**config.mk**
```make
export PLATFORM = sky130hd
export DESIGN_NAME = tif_top
export DESIGN_NICKNAME = d
export VERILOG_FILES = /design/src/tif_pkg.sv /design/src/tif_flag.sv /design/src/tif_start.sv /design/src/tif_top.sv
export SDC_FILE = /design/constraint.sdc
export NUM_CORES = 1
export LEC_CHECK = 0
export BUFFER_PORTS_ARGS = -buffer_cell sky130_fd_sc_hd__clkbuf_2
export CORE_MARGIN = 2
export CORE_UTILIZATION = 46
export DETAILED_ROUTE_END_ITERATION = 8
export PLACE_DENSITY_LB_ADDON = 0.15
export SYNTH_ARGS = -nofsm -noshare
export SYNTH_HDL_FRONTEND = slang
export SYNTH_HIERARCHICAL = 1
export SYNTH_SLANG_ARGS = --single-unit
export TNS_END_PERCENT = 1
```
**constraint.sdc**
```tcl
create_clock -name sys_clk -period 2.7 [get_ports sys_clk]
set_clock_uncertainty 0.2 [all_clocks]
set_input_delay 0 -clock sys_clk [delete_from_list [all_inputs] [get_ports sys_clk]]
set_output_delay 0 -clock sys_clk [all_outputs]
set_load 0.005 [all_outputs]
```
**src/tif_pkg.sv**
```systemverilog
/*
 * Package of the fill, transmit-start and status interrupt block:
 * register offsets, field positions, reset values and mode codes.
 * Assumes a 32-bit classic Wishbone register bus with byte addresses.
 */
package tif_pkg;
    // Printed offsets are not word multiples: byte address = 4 * index
    localparam logic [7:0] TIF_IDX_OVR    = 8'h0d;
    localparam logic [7:0] TIF_IDX_STAT   = 8'h0e;
    localparam logic [7:0] TIF_IDX_THR    = 8'h0f;
    localparam logic [7:0] TIF_IDX_CTRL   = 8'h20;
    localparam logic [7:0] TIF_IDX_IRQST  = 8'h21;
    localparam logic [7:0] TIF_IDX_IRQMSK = 8'h22;
    localparam logic [7:0] TIF_IDX_LEVEL  = 8'h23;
    localparam int TIF_B_FILL_METHOD = 7;
    localparam int TIF_B_FILL        = 6;
    localparam int TIF_B_TXDONE      = 5;
    localparam int TIF_B_TXSTART     = 4;
    localparam int TIF_B_RES         = 3;
    localparam int TIF_B_SIGLVL      = 2;
    localparam int TIF_B_LOCK        = 1;
    localparam int TIF_B_LOCK_EN     = 0;
    localparam logic [7:0] TIF_STAT_RST   = 8'h01;
    localparam logic [7:0] TIF_THR_RST    = 8'h00;
    localparam logic [1:0] TIF_CTRL_RST   = 2'h0;
    localparam logic [3:0] TIF_MSK_RST    = 4'h0;
    // Sticky event bits of the interrupt status register
    localparam int TIF_E_TXDONE = 0;
    localparam int TIF_E_SIGLVL = 1;
    localparam int TIF_E_OVR    = 2;
    localparam int TIF_E_SYNC   = 3;
    localparam int TIF_NEV      = 4;
    localparam logic [1:0] TIF_MODE_CONT = 2'h0;
    localparam logic [1:0] TIF_MODE_BUF  = 2'h1;
    typedef enum logic [2:0] {
        TIF_F_IDLE = 3'h1,
        TIF_F_WAIT = 3'h2,
        TIF_F_FILL = 3'h4
    } tif_fill_t;
endpackage

```
**src/tif_flag.sv**
```systemverilog
/*
 * One sticky flag: hardware set, write-one clear, set wins.
 * Assumes the set and clear are synchronous one-clock qualifiers.
 */
`timescale 1ns/1ps
module tif_flag
    import tif_pkg::*;
(
    input  wire logic sys_clk,
    input  wire logic rst,
    input  wire logic set_in,
    input  wire logic clr_in,
    output logic      flag_ff
);
    wire nxt_flag = set_in | (flag_ff & ~clr_in);

    always_ff @(posedge sys_clk)
    begin
        if (rst)
            flag_ff <= 1'b0;
        else
            flag_ff <= nxt_flag;
    end

    AST_SET_WINS: assert property (@(posedge sys_clk) disable iff (rst)
        set_in |=> flag_ff) else $error("flag set lost");
    AST_HOLD: assert property (@(posedge sys_clk) disable iff (rst)
        flag_ff && !clr_in |=> flag_ff) else $error("flag dropped");
endmodule // tif_flag

```
**src/tif_start.sv**
```systemverilog
/*
 * Transmit start and interrupt output 0 selection by data mode.
 * Assumes FIFO indications arrive synchronous to sys_clk.
 */
`timescale 1ns/1ps
module tif_start
    import tif_pkg::*;
(
    input  wire logic       sys_clk,
    input  wire logic       rst,
    input  wire logic [1:0] data_mode,
    input  wire logic       tx_start_sel,
    input  wire logic       fifo_full,
    input  wire logic       fifo_not_empty,
    input  wire logic       fill_level_hit,
    output logic            tx_start_ff,
    output logic            irq0_ff
);
    wire is_buf = (data_mode == TIF_MODE_BUF);
    wire is_pkt = data_mode[1];
    wire buf_go = tx_start_sel ? fifo_not_empty : fifo_full;
    wire pkt_go = tx_start_sel ? fifo_not_empty : fill_level_hit;
    wire nxt_tx_start = (is_buf & buf_go) | (is_pkt & pkt_go);
    wire nxt_irq0 = (is_pkt & ~tx_start_sel) ? fill_level_hit
                  : (is_buf | is_pkt) & fifo_not_empty;

    always_ff @(posedge sys_clk)
    begin
        if (rst)
        begin
            tx_start_ff <= 1'b0;
            irq0_ff     <= 1'b0;
        end
        else
        begin
            tx_start_ff <= nxt_tx_start; // [RQ7] [RQ8] [RQ9] [RQ10]
            irq0_ff     <= nxt_irq0;     // [RQ7] [RQ10] [RQ17]
        end
    end

    AST_BUF_FULL: assert property (@(posedge sys_clk) disable iff (rst)
        is_buf && !tx_start_sel && !fifo_full |=> !tx_start_ff) // [RQ7]
        else $error("buffered start without full FIFO");
    AST_BUF_ANY: assert property (@(posedge sys_clk) disable iff (rst)
        is_buf && tx_start_sel && fifo_not_empty |=> tx_start_ff) // [RQ8]
        else $error("buffered start missing");
    AST_PKT_THR: assert property (@(posedge sys_clk) disable iff (rst)
        is_pkt && !tx_start_sel |=> tx_start_ff == $past(fill_level_hit)
        && irq0_ff == $past(fill_level_hit)) // [RQ9]
        else $error("packet threshold start wrong");
    AST_PKT_NE: assert property (@(posedge sys_clk) disable iff (rst)
        is_pkt && tx_start_sel |=> irq0_ff == $past(fifo_not_empty)) // [RQ10]
        else $error("packet irq0 wrong");
    AST_CONT: assert property (@(posedge sys_clk) disable iff (rst)
        data_mode == TIF_MODE_CONT |=> !tx_start_ff) // [RQ17]
        else $error("start in continuous mode");
    COV_PKT_START: cover property (@(posedge sys_clk)
        is_pkt && !tx_start_sel && fill_level_hit);
endmodule // tif_start

```
**src/tif_top.sv**
```systemverilog
/*
 * Fill control, transmit-start selection, transmit-done, signal level
 * and lock status with a Wishbone slave and a masked interrupt.
 * Assumes all inputs synchronous to sys_clk; one-cycle event pulses.
 */
// Operation
// [RQ1] Buffered default: sync word starts FIFO fill
// [RQ2] Fill method 1: software controls filling
// [RQ3] Auto fill: fill bit high while loading
// [RQ4] Auto: write one clears, rearms if no overrun
// [RQ5] Manual: write 1 starts, 0 stops fill
// [RQ6] Transmit-done flag set after last bit
// [RQ7] Buffered sel 0: start on full, irq0 nonempty
// [RQ8] Buffered sel 1: start on nonempty
// [RQ9] Packet sel 0: start at threshold, irq0 threshold
// [RQ10] Packet sel 1: start and irq0 on nonempty
// [RQ11] Signal level above threshold sets flag, W1C
// [RQ12] Lock flag shows lock, write one clears
// [RQ13] Bit 0 enables lock detect pin, default 1
// [RQ14] Threshold register, eight bits, reset zero
// [RQ15] Host writes reserved bit 3 as one
// [RQ16] Overrun flag, write one clears flag, FIFO
// [RQ17] Mode field: continuous, buffered, packet
// [RQ18] Sticky flags hold until written one; the transmit-done flag is never cleared by a write
`timescale 1ns/1ps
module tif_top
    import tif_pkg::*;
(
    input  wire logic        sys_clk,
    input  wire logic        rst,
    input  wire logic        wb_cyc_i,
    input  wire logic        wb_stb_i,
    input  wire logic        wb_we_i,
    input  wire logic [31:0] wb_adr_i,
    input  wire logic [31:0] wb_dat_i,
    input  wire logic [3:0]  wb_sel_i,
    output logic [31:0]      wb_dat_o,
    output logic             wb_ack_o,
    output logic             wb_err_o,
    input  wire logic [1:0]  data_mode,
    input  wire logic        sync_detect,
    input  wire logic        overrun_event,
    input  wire logic        tx_last_bit_out,
    input  wire logic [7:0]  signal_level,
    input  wire logic        synth_locked,
    input  wire logic        fifo_full,
    input  wire logic        fifo_not_empty,
    input  wire logic        fill_level_hit,
    output logic             fifo_fill_en_ff,
    output logic             fifo_flush_ff,
    output logic             tx_start_ff,
    output logic             irq0_ff,
    output logic             lock_pin_ff,
    output logic             irq_ff
);
    logic       fill_method_ff;
    logic       tx_start_sel_ff;
    logic       res_bit_ff;
    logic       lock_en_ff;
    logic [7:0] thr_ff;
    logic [3:0] irq_mask_ff;
    tif_fill_t  fill_st_ff;
    tif_fill_t  nxt_fill_st;
    logic       txdone_f;
    logic       siglvl_f;
    logic       lock_f;
    logic       ovr_f;
    logic [TIF_NEV-1:0] ev_f;

    // Bus decode
    wire        req    = wb_cyc_i & wb_stb_i & ~wb_ack_o & ~wb_err_o;
    wire [7:0]  idx    = wb_adr_i[9:2];
    wire        hi_ok  = (wb_adr_i[31:10] == 22'h0);
    wire        sel_ovr  = hi_ok & (idx == TIF_IDX_OVR);
    wire        sel_stat = hi_ok & (idx == TIF_IDX_STAT);
    wire        sel_thr  = hi_ok & (idx == TIF_IDX_THR);
    wire        sel_ctrl = hi_ok & (idx == TIF_IDX_CTRL);
    wire        sel_ist  = hi_ok & (idx == TIF_IDX_IRQST);
    wire        sel_msk  = hi_ok & (idx == TIF_IDX_IRQMSK);
    wire        sel_lvl  = hi_ok & (idx == TIF_IDX_LEVEL);
    wire        mapped = sel_ovr | sel_stat | sel_thr | sel_ctrl
                       | sel_ist | sel_msk | sel_lvl;
    wire        wr0    = req & wb_we_i & wb_sel_i[0];
    wire [7:0]  wd     = wb_dat_i[7:0];
    wire        wr_stat = wr0 & sel_stat;

    // Fill state machine
    wire fill_bit = (fill_st_ff == TIF_F_FILL);
    wire in_buf   = (data_mode == TIF_MODE_BUF);
    wire w_fill   = wr_stat & wd[TIF_B_FILL];
    wire w_method = wr_stat ? wd[TIF_B_FILL_METHOD] : fill_method_ff;

    always_comb
    begin
        nxt_fill_st = fill_st_ff;
        unique case (fill_st_ff)
            TIF_F_IDLE:
                if (w_method)
                    nxt_fill_st = w_fill ? TIF_F_FILL : TIF_F_IDLE; // [RQ5]
                else if (!ovr_f)
                    nxt_fill_st = TIF_F_WAIT;
            TIF_F_WAIT:
                if (w_method)
                    nxt_fill_st = w_fill ? TIF_F_FILL : TIF_F_IDLE; // [RQ2]
                else if (sync_detect && in_buf)
                    nxt_fill_st = TIF_F_FILL;                     // [RQ1]
            TIF_F_FILL:
                if (w_method)
                begin
                    if (wr_stat && !wd[TIF_B_FILL])
                        nxt_fill_st = TIF_F_IDLE;                 // [RQ5]
                end
                else if (w_fill)
                    nxt_fill_st = ovr_f ? TIF_F_IDLE : TIF_F_WAIT; // [RQ4]
            default:
                nxt_fill_st = TIF_F_IDLE;
        endcase
    end

    always_ff @(posedge sys_clk)
    begin
        if (rst)
            fill_st_ff <= TIF_F_IDLE;
        else
            fill_st_ff <= nxt_fill_st;
    end

    // Control registers
    always_ff @(posedge sys_clk)
    begin
        if (rst)
        begin
            fill_method_ff  <= TIF_STAT_RST[TIF_B_FILL_METHOD];
            tx_start_sel_ff <= TIF_STAT_RST[TIF_B_TXSTART];
            res_bit_ff      <= TIF_STAT_RST[TIF_B_RES];
            lock_en_ff      <= TIF_STAT_RST[TIF_B_LOCK_EN];
            thr_ff          <= TIF_THR_RST;
            irq_mask_ff     <= TIF_MSK_RST;
        end
        else
        begin
            if (wr_stat)
            begin
                fill_method_ff  <= wd[TIF_B_FILL_METHOD];
                tx_start_sel_ff <= wd[TIF_B_TXSTART];
                res_bit_ff      <= wd[TIF_B_RES];
                lock_en_ff      <= wd[TIF_B_LOCK_EN]; // [RQ13]
            end
            if (wr0 && sel_thr)
                thr_ff <= wd;                         // [RQ14]
            if (wr0 && sel_msk)
                irq_mask_ff <= wd[TIF_NEV-1:0];
        end
    end

    // Sticky flags
    wire siglvl_hit = (signal_level > thr_ff);
    wire ovr_clr    = wr0 & sel_ovr & wd[0];

    tif_flag u_txdone (
        .sys_clk (sys_clk),
        .rst     (rst),
        .set_in  (tx_last_bit_out),                      // [RQ6]
        .clr_in  (1'b0),
        .flag_ff (txdone_f)
    );
    tif_flag u_siglvl (
        .sys_clk (sys_clk),
        .rst     (rst),
        .set_in  (siglvl_hit),                           // [RQ11]
        .clr_in  (wr_stat & wd[TIF_B_SIGLVL]),           // [RQ18]
        .flag_ff (siglvl_f)
    );
    tif_flag u_lock (
        .sys_clk (sys_clk),
        .rst     (rst),
        .set_in  (synth_locked),                         // [RQ12]
        .clr_in  (wr_stat & wd[TIF_B_LOCK]),
        .flag_ff (lock_f)
    );
    tif_flag u_ovr (
        .sys_clk (sys_clk),
        .rst     (rst),
        .set_in  (overrun_event),                        // [RQ16]
        .clr_in  (ovr_clr),
        .flag_ff (ovr_f)
    );

    wire [TIF_NEV-1:0] ev_set = {sync_detect & in_buf, overrun_event,
                                 siglvl_hit, tx_last_bit_out};
    genvar g;
    generate
        for (g = 0; g < TIF_NEV; g++)
        begin : g_ev
            tif_flag u_ev (
                .sys_clk (sys_clk),
                .rst     (rst),
                .set_in  (ev_set[g]),
                .clr_in  (wr0 & sel_ist & wd[g]),
                .flag_ff (ev_f[g])
            );
        end
    endgenerate

    tif_start u_start (
        .sys_clk        (sys_clk),
        .rst            (rst),
        .data_mode      (data_mode),
        .tx_start_sel   (tx_start_sel_ff),
        .fifo_full      (fifo_full),
        .fifo_not_empty (fifo_not_empty),
        .fill_level_hit (fill_level_hit),
        .tx_start_ff    (tx_start_ff),
        .irq0_ff        (irq0_ff)
    );

    wire [7:0] stat_rd = {fill_method_ff, fill_bit, txdone_f,
                          tx_start_sel_ff, res_bit_ff, siglvl_f,
                          lock_f, lock_en_ff};
    wire [7:0] rd_mux =
          sel_ovr  ? {7'h0, ovr_f}
        : sel_stat ? stat_rd
        : sel_thr  ? thr_ff
        : sel_ctrl ? {6'h0, data_mode}
        : sel_ist  ? {4'h0, ev_f}
        : sel_msk  ? {4'h0, irq_mask_ff}
        : sel_lvl  ? signal_level
        : 8'h00;

    always_ff @(posedge sys_clk)
    begin
        if (rst)
        begin
            wb_ack_o        <= 1'b0;
            wb_err_o        <= 1'b0;
            wb_dat_o        <= 32'h0;
            fifo_fill_en_ff <= 1'b0;
            fifo_flush_ff   <= 1'b0;
            lock_pin_ff     <= 1'b0;
            irq_ff          <= 1'b0;
        end
        else
        begin
            wb_ack_o        <= req & mapped;
            wb_err_o        <= req & ~mapped;
            wb_dat_o        <= {24'h0, rd_mux};
            fifo_fill_en_ff <= (nxt_fill_st == TIF_F_FILL); // [RQ3]
            fifo_flush_ff   <= ovr_clr;                     // [RQ16]
            lock_pin_ff     <= lock_en_ff & synth_locked;   // [RQ13]
            irq_ff          <= |(ev_f & irq_mask_ff);
        end
    end

    AST_AUTO_FILL: assert property (@(posedge sys_clk) disable iff (rst)
        fill_st_ff == TIF_F_WAIT && !wr_stat && sync_detect && in_buf
        |=> fill_bit) // [RQ1]
        else $error("sync did not start fill");
    AST_REARM: assert property (@(posedge sys_clk) disable iff (rst)
        fill_bit && !fill_method_ff && w_fill && !w_method && !ovr_f
        |=> fill_st_ff == TIF_F_WAIT) // [RQ4]
        else $error("fill not rearmed");
    AST_MANUAL: assert property (@(posedge sys_clk) disable iff (rst)
        wr_stat && wd[TIF_B_FILL_METHOD]
        |=> fill_bit == $past(wd[TIF_B_FILL])) // [RQ5]
        else $error("manual fill ignored");
    AST_PIN: assert property (@(posedge sys_clk) disable iff (rst)
        !lock_en_ff |=> !lock_pin_ff) // [RQ13]
        else $error("lock pin driven while disabled");
    AST_SIGLVL: assert property (@(posedge sys_clk) disable iff (rst)
        signal_level > thr_ff |=> siglvl_f) // [RQ11]
        else $error("signal level flag missed");
    AST_FLUSH: assert property (@(posedge sys_clk) disable iff (rst)
        ovr_clr && !overrun_event |=> fifo_flush_ff && !ovr_f) // [RQ16]
        else $error("overrun clear failed");
    COV_AUTO: cover property (@(posedge sys_clk)
        fill_st_ff == TIF_F_WAIT ##1 fill_bit);
    COV_IRQ: cover property (@(posedge sys_clk) irq_ff);
    COV_ERR: cover property (@(posedge sys_clk) wb_err_o);
endmodule // tif_top

```
# Word-level counts from Yosys, hierarchy flattened
# Cells that the tools add are included.
[word_totals]
regBits = 67
in_bits = 90
out_inout_bits = 40
word_cells = 134
[op_classes]
mux = 21
bitwise_logic = 66
n_reduce_logical = 8
eq_ne = 12
magnitude_cmp = 1
[ops]
columns = ["operator", "n"]
rows = [
  ["$mux 8", 7],
  ["$and 1x1->1", 38],
  ["$eq 8x6->1 const B", 4],
  ["$eq 8x4->1 const B", 3],
  ["$mux 3", 8],
  ["$logic_not 22->1", 1],
  ["$or 1x1->1", 16],
  ["$not 1->1", 11],
  ["$pmux 3 s3", 1],
  ["$gt 8x8->1", 1],
  ["$eq 3x3->1 const B", 2],
  ["$and 4x4->4", 1],
  ["$logic_and 1x1->1", 4],
  ["$mux 1", 4],
  ["$reduce_or 4->1", 1],
  ["$eq 3x1->1 const B", 1],
  ["$eq 3x2->1 const B", 1],
  ["$eq 2x1->1 const B", 1],
  ["$mux 2", 1],
  ["$reduce_or 2->1", 1],
  ["$logic_not 1->1", 1],
]

# Logic depth before layout (Yosys ltp)
[depth]
word_depth = 11
depth_mapped = 9

# Cells and area by module
# The synthesis kept the hierarchy.
[modules_own_cells]
columns = ["module", "area_each_um2", "n_inst", "cells_per_inst", "seq_area_each_um2"]
rows = [
  ["tif_top", 2230.9, 1, 257, 660.6],
  ["tif_flag", 38.8, 8, 4, 20.0],
  ["tif_start", 93.8, 1, 11, 40.0],
]

# Worst setup path before layout
# No wires, ideal clock.
[synth_path]
path_type = "reg2reg"
from = "register wb_ack_o"
to = "register fill_st_ff[0]"
arrival_ns = 1.727
path_stages_with_launch = 6
setup_slack_ns = 0.656
synth_period_minus_slack_ns = 2.044
setup_ns = 0.117
path_cell_list = "dfxtp_1 -> nor4bb_1 -> nand4_1 -> o41a_1 -> a211o_1 -> a32o_1"
[synth_via]
elab_chain_len = 10
word_cells_on_any_way = 16
[synth_lines]
columns = ["item", "line", "rtl"]
rows = [
  ["from (decl)", "tif_top.sv:38", "output logic wb_ack_o,"],
  ["from (signal assigned)", "tif_top.sv:244", "wb_ack_o <= req & mapped;"],
  ["$not 1->1 (*)", "tif_top.sv:71", "wire req = wb_cyc_i & wb_stb_i & ~wb_ack_o & ~wb_err_o;"],
  ["$and 1x1->1 (*) (2 in series)", "tif_top.sv:71", ""],
  ["$and 1x1->1 (*) (2 in series)", "tif_top.sv:83", "wire wr0 = req & wb_we_i & wb_sel_i[0];"],
  ["$and 1x1->1 (*)", "tif_top.sv:85", "wire wr_stat = wr0 & sel_stat;"],
  ["$and 1x1->1 or $logic_and 1x1->1 (tied branches)", "tif_top.sv:90, tif_top.sv:110", ""],
  ["$mux 3, on equally long branches", "--", ""],
  ["$mux 3, on equally long branches", "tif_top.sv:108, tif_top.sv:98, tif_top.sv:103", ""],
  ["$pmux 3 s3 (*)", "tif_top.sv:96", "unique case (fill_st_ff)"],
  ["to (signal assigned)", "tif_top.sv:125", "fill_st_ff <= nxt_fill_st;"],
  ["to (decl)", "tif_top.sv:62", "tif_fill_t fill_st_ff;"],
]
# Every way passes the cells marked *; elsewhere a longest branch is shown, timed or not.
# A chain may end at the register's enable or synchronous reset.

# Worst setup path after layout
[layout_path]
from = "register wb_ack_o"
to = "register g_ev[2].u_ev.flag_ff"
[layout_via]
elab_chain_len = 10
[layout_lines]
columns = ["item", "line", "rtl"]
rows = [
  ["$not 1->1", "tif_top.sv:71", ""],
  ["$and 1x1->1 (2 in series)", "tif_top.sv:71", ""],
  ["$and 1x1->1 (2 in series)", "tif_top.sv:83", ""],
  ["$and 1x1->1 (2 in series)", "tif_top.sv:199", ".clr_in (wr0 & sel_ist & wd[g]),"],
  ["$not 1->1", "tif_flag.sv:15", "wire nxt_flag = set_in | (flag_ff & ~clr_in);"],
  ["$and 1x1->1", "tif_flag.sv:15", ""],
  ["$or 1x1->1", "tif_flag.sv:15", ""],
  ["to (signal assigned)", "tif_flag.sv:22", "flag_ff <= nxt_flag;"],
  ["to (decl)", "tif_flag.sv:13", "output logic flag_ff"],
]
# Every way passes these cells.

==> results.json <==
{
  "io_pins": 130,
  "wl_met3_um": 433,
  "path_clk_slew_ps": 80,
  "arrival_ps": 2490,
  "cap_viol_max_count": 0,
  "holdCritPathClass": "in -> reg",
  "io_buffers": 76,
  "dieArea_mm2": 0.00635,
  "drive_gt1_frac": 0.280,
  "die-height_um": 79.7,
  "wl_met2_mm": 3.17,
  "overflow": 0,
  "fmax_mhz": 399,
  "worst_ep_required_time_ps": 2680,
  "relSlewSlack": 0.655,
  "routedWlPerCell_um": 13.6,
  "r2r_start": "wb_ack_o",
  "grt_pass1_wl_mm": 10.6,
  "cts_root_buf": "clkbuf_8",
  "start_util": 0.479,
  "postSynthAreaPerCell_um2": 8.78,
  "top_layer": "met4",
  "cts.sinks": 43,
  "vias_per_cell": 5.18,
  "setup-violations-final": 0,
  "critPathSlowestCell": "dlygate4sd3_1",
  "peakVddDrop_mv": 0.230,
  "grt_max_degree": 31,
  "antenna_cells": 0,
  "path_class": "reg -> reg",
  "clock_latency_ps": 290,
  "gp_congestion": 0.820,
  "ys_seq_area_frac": 0.327,
  "synth_cells": 300,
  "synth_area_leader_cell": "dfxtp_1",
  "final_nets": 501,
  "finalCriticalPeriod_ps": 2500,
  "synth_most_common_cell": "dfxtp_1",
  "grt_pass1_vias": 2319,
  "drt-met1-wl_mm": 2.85,
  "clk_path_buf_depth": 2,
  "die_x_um": 79.7,
  "n_fill_cell": 531,
  "max_stage_delay_ps": 560,
  "hold_viol": 0,
  "power.density_mw_per_mm2": 415,
  "synth-async-reset-ratio": 0,
  "final_max_slew_viol_count": 0,
  "cp_cell_sequence": "nor4bb_2 -> nand3_1 -> nor2_1 -> and3_1 -> and2_1 -> nand2b_1 -> a21oi_2 -> dlygate4sd3_1",
  "status": "complete, no violations",
  "synth_edf_count": 0,
  "post_cts.repair.setup_buffers": 0,
  "post-route-drc-count": 0,
  "htree_levels": 2,
  "areaGrowthSynthToFinish_pct": 27.4,
  "vias": 2467,
  "ys_seq_elements": 43,
  "worstPathMaxFanout": 4,
  "drtAntennaViolNets": 0,
  "hold_slack_ps": 0.0773,
  "core_mm2": 0.00551,
  "synth_top_area_share": 0.327,
  "cts_tree": "built",
  "finalWirelength_mm": 6.49,
  "hpwl_mm": 4.91,
  "synth_area_leaders": "dfxtp_1 (33%), buf_4 (6.8%), mux2i_1 (5.7%)",
  "antenna_found_initial": 0,
  "syn_area_mm2": 0.00264,
  "start_kind": "flip-flop",
  "ys.flop_type": "dfxtp_1",
  "finalCritPeriodShare": 0.928,
  "rsz0062_at_grt": "no",
  "timing.setup.tns_ps": 0,
  "synth_commonest_cells": "dfxtp_1 (43), nor2_1 (33), buf_4 (24)",
  "initialDrtViolationCount": 166,
  "leakagePower_nw": 1.48,
  "synth_cell_types": 54,
  "cp-end-kind": "flip-flop",
  "tightest_slew_ps": 504,
  "yosysWarningCount": 6,
  "cts-buffers-inserted": 5,
  "fp-row-count": 27,
  "drt_pass1_iterations": 5,
  "grtUsageTotal": 0.212,
  "holdCritStartpoint": "sync_detect",
  "critPathLaunch": "wb_ack_o"
}
==> routing by layer <==
layer | vias to the layer above | global-route usage
li1 | 1228 | -
met1 | 1131 | 0.270
met3 | 4 | 0.0430
met5 | - | 0
met2 | 104 | 0.362
met4 | 0 | 0.0621
==> critical path, delay by kind of cell, from the launching register on <==
family | cells | cell delay (ps)
compound gates | 1 | 50
buf+inv | 1 | 560
flops | 1 | 330
simple gates | 6 | 1250
==> through the flow <==
stage / power, mW / instance area (µm²) / setup slack (ps) / util / instances
4_1_cts: 1.40 / 3350 / 193 / 0.608 / 476
3_3_place_gp: 0.972 / 3030 / 565 / 0.549 / 444
6_report: 1.39 / 3360 / 195 / 0.610 / 476
5_1_grt: 1.47 / 3360 / 37.1 / 0.610 / 476
3_5_place_dp: 0.975 / 3030 / 558 / 0.549 / 444
2_1_floorplan: 0.895 / 2730 / 656 / - / 324
==> cell usage in the layout (no fill, tap or decap), types with 9 or more instances in the layout <==
cell and n:
inv_1 23, mux2i_1 15, nand2b_1 10, dlygate4sd3_1 24, conb_1 25, a21oi_1 16, nor2_1 33, clkbuf_2 76
dfxtp_1 43, nand2_1 9
==> final timing paths <==
check	to	slack [ps]	depth (start not counted)
worst min-delay path	g_ev[3].u_ev/flag_ff	0.08	5
worst min register to register	lock_pin_ff	270	2
worst max-delay path	g_ev[2].u_ev/flag_ff	200	8
worst max register to register	g_ev[2].u_ev/flag_ff	200	8
==> area by class of cell <==
| type | instances | area [µm²] | share of cell area |
|---|---|---|---|
| clock buffer | 6 | 72.6 | 0.0216 |
| clock inverter | 2 | 12.5 | 0.00373 |
| sequential | 43 | 861 | 0.256 |
| inverter | 23 | 86.3 | 0.0257 |
| timing repair buffer | 107 | 673 | 0.201 |
| tap | 72 | 90.1 | 0.0268 |
| multi-input combinational | 223 | 1560 | 0.465 |
==> power by group <==
group          switching (mW)  leakage [nW]  internal (mW)
Sequential             0.0315         0.350          0.659
Combinational           0.151          1.08          0.150
Clock                   0.220        0.0412          0.181
==> kinds of logic (layout without fill, tap and decap cells) <==
family | Yosys count | count (layout) | share of synthesized area
other | 1 | 25 | 0.00142
AO/OA/AOI/OAI | 66 | 66 | 0.183
flip-flops | 43 | 43 | 0.327
multiplexers | 19 | 19 | 0.0826
adder cells (fa/ha/maj) | 8 | 8 | 0.0380
AND/OR/NAND/NOR | 103 | 103 | 0.244
buffers and inverters | 58 | 138 | 0.117
XOR/XNOR | 2 | 2 | 0.00665
==> flip-flops by register name, summed over array words and instances, names as in the netlist, 3 cells and up <==
register / flops
thr_ff: 8
wb_dat_o: 8
g_ev.u_ev/flag_ff: 4
fill_st_ff: 3
irq_mask_ff: 4
==> timing repair <==
| item | 4_1_cts | 5_1_grt |
|---|---|---|
| hold endpoints to repair | 36 | 0 |
| hold buffers | 24 | 0 |
| gates resized for setup | 0 | 1 |
| setup endpoints to repair | 0 | 1 |
No activity file was read; power rests on OpenSTA's default activity.
